$ cat config.mk
export PLATFORM = sky130hd
export DESIGN_NAME = osc_select_control
export DESIGN_NICKNAME = d
export VERILOG_FILES = /design/src/rtl/osc_pkg.sv /design/src/rtl/osc_select_control.sv /design/src/rtl/osc_tile_reset.sv
export SDC_FILE = /design/constraint.sdc
export NUM_CORES = 1
export LEC_CHECK = 0
export ABC_AREA = 1
export BUFFER_PORTS_ARGS = -buffer_cell sky130_fd_sc_hd__buf_2
export CORE_MARGIN = 2
export CORE_UTILIZATION = 49
export DETAILED_ROUTE_END_ITERATION = 10
export PLACE_DENSITY = 0.83
export SYNTH_ARGS = -nofsm -noshare
export SYNTH_HDL_FRONTEND = slang
export SYNTH_SLANG_ARGS = --single-unit
$ cat constraint.sdc
create_clock -name CLK -period 2.5 [get_ports CLK]
set_clock_uncertainty 0.15 [all_clocks]
set_input_delay 0.625 -clock CLK [delete_from_list [all_inputs] [get_ports CLK]]
set_output_delay 0.625 -clock CLK [all_outputs]
set_load 0.1 [all_outputs]
$ cat src/rtl/osc_pkg.sv
package osc_pkg;
	localparam logic [7:0] OSC_PERIPH_NUM     = 8'h04;
	localparam logic [7:0] OSC_OFS_SOURCE     = 8'h00;
	localparam logic [7:0] OSC_OFS_INTERNAL   = 8'h01;
	localparam logic [7:0] OSC_OFS_CRYSTAL    = 8'h02;
	localparam int         OSC_BIT_SELECT     = 0;
	localparam int         OSC_BIT_RESET_EN   = 1;
	localparam int         OSC_BIT_INT_ENABLE = 0;
	localparam int         OSC_BIT_INT_SLOW   = 1;
	localparam int         OSC_BIT_XTAL_EN    = 0;
	localparam int         OSC_BIT_BIAS_EN    = 1;
	localparam logic       OSC_RST_RESET_EN   = 1'b0;
	localparam logic       OSC_RST_INT_SLOW   = 1'b0;
	localparam logic       OSC_RST_INT_ENABLE = 1'b1;
	localparam logic       OSC_RST_BIAS_EN    = 1'b1;
	localparam logic       OSC_RST_XTAL_EN    = 1'b1;
	localparam logic [3:0] OSC_TILE_RST_CYCLES = 4'h4;
	localparam logic [7:0] OSC_FAST_HZ_M      = 8'h14;
	localparam int         OSC_SLOW_HZ        = 31250;
	typedef enum logic [1:0] {
		OSC_ST_BOOT = 2'b00,
		OSC_ST_RUN  = 2'b01
	} osc_state_t;
endpackage

$ cat src/rtl/osc_select_control.sv
// Function
// - peripheral 4, byte access, offsets 0 1 2
// - source select bit, reset from pin
// - select change resets tile when enabled
// - internal oscillator fast or slow speed
// - internal oscillator enable, resets to one
// - crystal bias enable, resets to one
// - crystal oscillator enable, resets to one
module osc_select_control (
	// clock and reset
	input  wire logic       CLK,
	input  wire logic       RESET,
	// configuration pin
	input  wire logic       SELECT_PIN,
	// peripheral access
	input  wire logic [7:0] PERIPH_NUM,
	input  wire logic [7:0] ADDR,
	input  wire logic       WR_EN,
	input  wire logic       RD_EN,
	input  wire logic [7:0] WDATA,
	output logic      [7:0] RDATA,
	output logic            RVALID,
	// oscillator controls
	output logic            USE_INTERNAL,
	output logic            INT_OSC_SLOW,
	output logic            INT_OSC_EN,
	output logic            XTAL_BIAS_EN,
	output logic            XTAL_OSC_EN,
	output logic            TILE_RESET
);
	osc_pkg::osc_state_t state_reg;
	logic                select_reg;
	logic                reset_en_reg;
	logic                int_slow_reg;
	logic                int_en_reg;
	logic                bias_en_reg;
	logic                xtal_en_reg;
	logic                hit;
	logic                wr_src;
	logic                wr_int;
	logic                wr_xtal;
	logic                trigger;
	logic [7:0]          rd_next;

	function automatic logic decode(input logic [7:0] num, input logic [7:0] a, input logic [7:0] ofs);
		decode = (num == osc_pkg::OSC_PERIPH_NUM) && (a == ofs);
	endfunction

	assign hit     = PERIPH_NUM == osc_pkg::OSC_PERIPH_NUM;
	assign wr_src  = WR_EN && decode(PERIPH_NUM, ADDR, osc_pkg::OSC_OFS_SOURCE);
	assign wr_int  = WR_EN && decode(PERIPH_NUM, ADDR, osc_pkg::OSC_OFS_INTERNAL);
	assign wr_xtal = WR_EN && decode(PERIPH_NUM, ADDR, osc_pkg::OSC_OFS_CRYSTAL);
	assign trigger = (state_reg == osc_pkg::OSC_ST_RUN) && wr_src && reset_en_reg
		&& (WDATA[osc_pkg::OSC_BIT_SELECT] != select_reg);

	// strap capture after reset release
	always_ff @(posedge CLK)
	begin
		if (RESET)
			state_reg <= osc_pkg::OSC_ST_BOOT;
		else
			state_reg <= osc_pkg::OSC_ST_RUN;
	end

	always_ff @(posedge CLK)
	begin
		if (RESET)
			select_reg <= 1'b0;
		else
			unique case (state_reg)
				osc_pkg::OSC_ST_BOOT: select_reg <= SELECT_PIN;
				osc_pkg::OSC_ST_RUN:
				begin
					if (wr_src)
						select_reg <= WDATA[osc_pkg::OSC_BIT_SELECT];
				end
				default: select_reg <= select_reg;
			endcase
	end

	always_ff @(posedge CLK)
	begin
		if (RESET)
			reset_en_reg <= osc_pkg::OSC_RST_RESET_EN;
		else if (wr_src)
			reset_en_reg <= WDATA[osc_pkg::OSC_BIT_RESET_EN];
	end

	always_ff @(posedge CLK)
	begin
		if (RESET)
		begin
			int_slow_reg <= osc_pkg::OSC_RST_INT_SLOW;
			int_en_reg   <= osc_pkg::OSC_RST_INT_ENABLE;
		end
		else if (wr_int)
		begin
			int_slow_reg <= WDATA[osc_pkg::OSC_BIT_INT_SLOW];
			int_en_reg   <= WDATA[osc_pkg::OSC_BIT_INT_ENABLE];
		end
	end

	always_ff @(posedge CLK)
	begin
		if (RESET)
		begin
			bias_en_reg <= osc_pkg::OSC_RST_BIAS_EN;
			xtal_en_reg <= osc_pkg::OSC_RST_XTAL_EN;
		end
		else if (wr_xtal)
		begin
			bias_en_reg <= WDATA[osc_pkg::OSC_BIT_BIAS_EN];
			xtal_en_reg <= WDATA[osc_pkg::OSC_BIT_XTAL_EN];
		end
	end

	// read mux, upper bits zero
	always_comb
	begin
		rd_next = 8'h00;
		if (hit)
			unique case (ADDR)
				osc_pkg::OSC_OFS_SOURCE:   rd_next = {6'h00, reset_en_reg, select_reg};
				osc_pkg::OSC_OFS_INTERNAL: rd_next = {6'h00, int_slow_reg, int_en_reg};
				osc_pkg::OSC_OFS_CRYSTAL:  rd_next = {6'h00, bias_en_reg, xtal_en_reg};
				default:                   rd_next = 8'h00;
			endcase
	end

	always_ff @(posedge CLK)
	begin
		if (RESET)
		begin
			RDATA  <= 8'h00;
			RVALID <= 1'b0;
		end
		else
		begin
			RDATA  <= RD_EN ? rd_next : 8'h00;
			RVALID <= RD_EN && hit;
		end
	end

	// outputs registered
	always_ff @(posedge CLK)
	begin
		if (RESET)
		begin
			USE_INTERNAL <= 1'b0;
			INT_OSC_SLOW <= osc_pkg::OSC_RST_INT_SLOW;
			INT_OSC_EN   <= osc_pkg::OSC_RST_INT_ENABLE;
			XTAL_BIAS_EN <= osc_pkg::OSC_RST_BIAS_EN;
			XTAL_OSC_EN  <= osc_pkg::OSC_RST_XTAL_EN;
		end
		else
		begin
			USE_INTERNAL <= select_reg;
			INT_OSC_SLOW <= int_slow_reg;
			INT_OSC_EN   <= int_en_reg;
			XTAL_BIAS_EN <= bias_en_reg;
			XTAL_OSC_EN  <= xtal_en_reg;
		end
	end

	osc_tile_reset u_tile_reset (
		.clk        (CLK),
		.reset      (RESET),
		.trigger    (trigger),
		.tile_reset (TILE_RESET)
	);
endmodule

$ cat src/rtl/osc_tile_reset.sv
module osc_tile_reset (
	// clock and reset
	input  wire logic clk,
	input  wire logic reset,
	// trigger
	input  wire logic trigger,
	// output
	output logic      tile_reset
);
	logic [3:0] count_reg;

	always_ff @(posedge clk)
	begin
		if (reset)
			count_reg <= 4'h0;
		else if (trigger)
			count_reg <= osc_pkg::OSC_TILE_RST_CYCLES;
		else if (count_reg != 4'h0)
			count_reg <= count_reg - 4'h1;
	end

	always_ff @(posedge clk)
	begin
		if (reset)
			tile_reset <= 1'b0;
		else
			tile_reset <= trigger || (count_reg > 4'h1);
	end
endmodule

## Word level (Yosys, flattened, before mapping)

Cells that the tools add are included.

- Bits in registers: 27
- Bits of input ports: 29
- Output and inout bits: 15
- Logic and storage cells: 52

- Add/subtract/negate cells: 1
- Order comparisons: 1
- Eq/ne operators: 6
- Multiplexer cells: 6
- Bitwise gates (word level): 2
- Reduce and logical (&&, ||, !) cells: 19

Operators with widths:

| cell | number |
|---|---|
| 1-bit logical AND | 10 |
| 8-bit by 1-bit == test with 1-bit output, second input constant | 1 |
| 8-bit by 2-bit == test with 1-bit output, second input constant | 1 |
| 8-bit by 3-bit == test with 1-bit output, second input constant | 1 |
| 8-bit zero test | 1 |
| 3-bit two-way mux | 2 |
| 2-bit case mux with 3 select lines | 1 |
| 4-bit by 1-bit > comparator with 1-bit output, second input constant | 1 |
| 2-bit nonzero test | 2 |
| 4-bit nonzero test | 1 |
| 4-bit by 1-bit subtractor with 4-bit output, second input constant | 1 |
| 3-bit OR reduction | 1 |
| 2-bit by 1-bit == test with 1-bit output, second input constant | 1 |
| 2-bit zero test | 1 |
| 1-bit two-way mux | 2 |
| 2-bit != test, second input constant | 1 |
| 1-bit inverter | 2 |
| 1-bit case mux with 2 select lines | 1 |
| 2-bit AND reduction | 1 |
| 2-bit OR reduction | 1 |
| 1-bit logical OR | 1 |
| 1-bit != test | 1 |

## Longest topological paths before layout

- Word-level depth: 7
- Depth in mapped cells: 8
- Mapped depth without buffers: 8

## Hierarchy

From an unflattened synthesis, not the netlist that was laid out.

- Cells, all modules: 132
- Area, all modules: 1,016.0 µm²

By module, submodules not included:

| module | instances | cells each | area an instance (µm²) | seq. area each (µm²) |
|---|---|---|---|---|
| osc_select_control | 1 | 93 | 759.5 | 300.3 |
| osc_tile_reset | 1 | 39 | 256.5 | 100.1 |

## Least setup slack after synthesis

Ideal clock, no wire load.

- Path type: register to output
- From: reg INT_OSC_EN
- To: out INT_OSC_EN
- Data arrival time: 0.909 ns
- Data required time: 1.725 ns
- Setup slack: 0.816 ns
- Stages on the path, launching flop included: 1
- Buffers on the path: 0
- Cell sequence: dfxtp_1

RTL lines:

| item | line | source |
|---|---|---|
| from (decl) | osc_select_control.sv:26 | `output logic INT_OSC_EN,` |
| from (signal assigned) | osc_select_control.sv:151 | `INT_OSC_EN <= osc_pkg::OSC_RST_INT_ENABLE;` |
| from (signal assigned) | osc_select_control.sv:159 | `INT_OSC_EN <= int_en_reg;` |

No word-level cell between the ends.

## Final worst setup path

- From: reg RDATA[0]
- To: out RDATA[0]

RTL lines:

| item | line | source |
|---|---|---|
| from (decl) | osc_select_control.sv:21 | `output logic [7:0] RDATA,` |
| from (signal assigned) | osc_select_control.sv:139 | `RDATA <= RD_EN ? rd_next : 8'h00;` |

No word-level cell between the ends.

==> results summary <==
The logic depth of the worst setup path including buffers came out at 1. Setup repair after global routing left no endpoint under its margin. The netlist uses 26 different library cells.

The number of slew-limit violations in the final report is 0. The share of total power dissipated in sequential elements is 0.389. The post-CTS repair timing setup buffer count is 0. The worst endpoint required time came out at 1.73 ns. On the critical path, the stage with the largest delay is an instance of buf_2.

In the final layout, the share of cells above drive strength 1 is 0.3030. In the post-synthesis netlist, the cell with the most instances is nand2_1. The TritonCTS buffer count came out at 3.

Subtracting the final worst setup slack from the clock period gives 1.827 ns. The post-detailed-route wirelength per cell came out at 9.125 um. After floorplanning, the core was sized to cover 1922 sq um. The endpoint class of the critical path is an output pin. The total iterations of the first detailed-routing run is 5. Broken down by cell family, the worst path's largest delay share belongs to buffers and inverters. The flow ran to the end, and the final reports show no timing, DRC or antenna violations. The number of design rule violations left after detail routing is 0.

The number of DRC markers after the initial detailed-route iteration is 10. The number of hold buffers added after CTS came out at 0. The effective utilization at floorplan came out at 0.5117.

Synthesis produced a netlist whose cell count is 132. The power per cell area came out at 816.8 nW/um^2. The first-pass GRT wire length came out at 3201 um. The latest clock arrival within the worst-skew pair is 0.30 ns. The tree is rooted in a clkbuf_4.

The biggest fanout along the worst timing path is 1. In the post-route analysis, the smallest setup slack over all paths is 0.6725 ns. Of the post-synthesis cell area, the dominant cell type holds 0.4071. The number of synthesized flops with an enable pin is 0. The fill cell total of the finished layout is 200. The post-cts gate resize count came out at 0. The TritonCTS clock tree is done. The buffering stage count on the worst path with inverters included came out at 1. The clock input transition at the sequential cells of the worst setup and hold paths came out at 0.11 ns. The design draws 0.0009749 W. The initial antenna violation count is 0. In this run the deepest clock path goes through 2 buffers. The maximum vdd ir drop came out at 0.4574 mV. Across the run, the number of max-cap violations was 0. The total die area came out at 2381 sq um. The classification of the worst-slack hold path is reg -> reg. Synthesis inferred 20 register bits. The final count of hold timing violations is 0. The floorplan has 16 rows. The die height came out at 48.80 um. Of the total power, combinational logic draws 0.342. The aggregate negative setup slack is 0 ns. Traced cell by cell, the critical path runs through buf_2. Timing would allow up to 0.5472 GHz. Once detailed placement completed, the half-perimeter wirelength came to 1457 um. In this run the horizontal extent of the chip is 48.80 um. The antenna cell count is 0.

The commonest cells after synthesis are nand2_1, nor2_1, dfxtp_1, inv_1. The overflow left after global routing came out at 0. The data arrival time of the critical path is 1.05 ns. The kind of start point of the critical path is a flop. The placed instances occupy a cell area of 1141 sq um. The worst setup timing slack at the placement stage is 0.7254 ns. Dividing the detail-routed via count by the number of cells gives 4.526.

The worst-case reg-to-reg path depth came out at 6. Counting instances, the worst hold path has a depth of 2. At the end of routability-driven placement, the weighted congestion stood at 0.7977. The total via count in the routed design is 869. The cell area after synthesis is 983.4 sq um. The mean post-synth cell area is 7.450 sq um. The share of synthesized flip-flops with an asynchronous set or reset came out at 0. The total global routing track utilization is 0.1715. In the finished design, the share of the clock period the worst path needs comes to 0.7310. The synthesis-to-layout area growth is 21.37%. By startpoint and endpoint, the worst setup path is classified as reg -> out. The number of nets in the finished design is 197. Ranked by total cell area, the synthesized netlist is headed by dfxtp_1, nand2_1, nor2_1. The share of synthesized area occupied by flip-flops and latches came out at 0.4071. The flip-flop count of the largest register, all copies and words added is 4.

Port buffering added 31 buffers. In this run the number of H-tree levels came out at 1. Setup violations remaining at the end of the flow were counted as 0. The internal power is 0.0006296 W. During synthesis, Yosys emitted a total of 0 warnings.

The switching component of the power came out at 0.0003453 W. The total wirelength of the detailed-routed design came out at 1752 um. The area of all placed cells without fillers came out at 1194 sq um.

The fraction of power consumed by the clock network came out at 0.268. The total I/O pin count is 44. For this design, the sink count on the clock tree is 20. Entering global routing, the biggest net connects 13 pins.

The most used flip-flop cell after synthesis is dfxtp_1. The final antenna-violating net count is 0. Of all cell types, the one taking the most synthesized area is dfxtp_1. The via count of the first global-routing pass came to 799. The switching part of the total power came out at 0.3542. The analysis attributes to cell leakage a power of 0.6012 nW.

The delay contributed by the slowest stage of the critical path is 0.42 ns.
## cell usage in the layout, fill, tap and decap left out
master,count
o211ai_1,2
nor2_2,2
inv_1,16
xnor2_1,1
a21oi_2,1
nand2_1,28
xor2_1,2
conb_1,6
nor2_1,21
or2_2,2
dfxtp_1,20
nand4_1,2
nand3_1,5
nand2_2,1
nand4_2,1
ha_1,2
mux2i_1,1
nor2_4,4
buf_2,31
o21ai_1,2
clkbuf_4,3
o21ai_0,1
mux2_2,1
nand3_2,1
a21oi_1,6
bufinv_16,1
inv_2,2
## logic make-up after synthesis
kind of cell | after synthesis | synth area share
compound gates | 12 | 0.06997
xor+xnor | 3 | 0.02672
fa+ha+maj | 2 | 0.02544
buf+inv | 25 | 0.1196
flops | 20 | 0.4071
mux | 2 | 0.02163
other cells | 1 | 0.003813
simple gates | 67 | 0.3257
## power by group through the flow
stage | sequential (W) | clock [W] | combinational (W)
after global routing | 0.000387 | 0.000280 | 0.000374
after global placement | 0.000385 | 0 | 0.000323
after CTS | 0.000381 | 0.000264 | 0.000337
after floorplan | 0.000440 | 0 | 0.000230
after detailed placement | 0.000389 | 0 | 0.000335
final | 0.000380 | 0.000262 | 0.000334
## routing by layer
| metal | share of wire | GRT usage | up-vias |
|---|---|---|---|
| met3 | 0.061 | 0.02761 | 4 |
| met2 | 0.48 | 0.2945 | 33 |
| met1 | 0.44 | 0.2129 | 370 |
| met4 | 0.015 | 0.07143 | 0 |
| met5 | 0 | 0 | - |
| li1 | - | - | 462 |
## per-stage QoR
stage	cells	utilization	hold slack, ns
final	192	0.6211	0.3012
after global routing	192	0.6211	0.3238
after CTS	192	0.6211	0.3026
after detailed placement	188	0.5938	0.2866
after global placement	188	0.5938	0.2869
after floorplan	137	-	0.2669
## final timing paths
| path | to | startpoint | slack [ns] |
|---|---|---|---|
| min | INT_OSC_SLOW$_SDFF_PP0_ | int_slow_reg$_SDFFE_PP0P_ | 0.30 |
| max | RDATA[0] | RDATA[0]$_SDFF_PP0_ | 0.67 |
| min reg2reg | INT_OSC_SLOW$_SDFF_PP0_ | int_slow_reg$_SDFFE_PP0P_ | 0.30 |
| max reg2reg | u_tile_reset.count_reg[1]$_SDFFE_PP0P_ | u_tile_reset.count_reg[0]$_SDFFE_PP0P_ | 1.13 |
## final cells by class
class                      count  area, sq um  area share
timing repair buffer          31        155.1      0.1300
multi-input combinational     92        484.2      0.4057
tap                           27        33.78     0.02830
clock buffer                   3        22.52     0.01887
clock inverter                 1        30.03     0.02516
sequential                    20        400.4      0.3354
inverter                      18        67.56     0.05660
No activity file was read; power rests on OpenSTA's default activity.
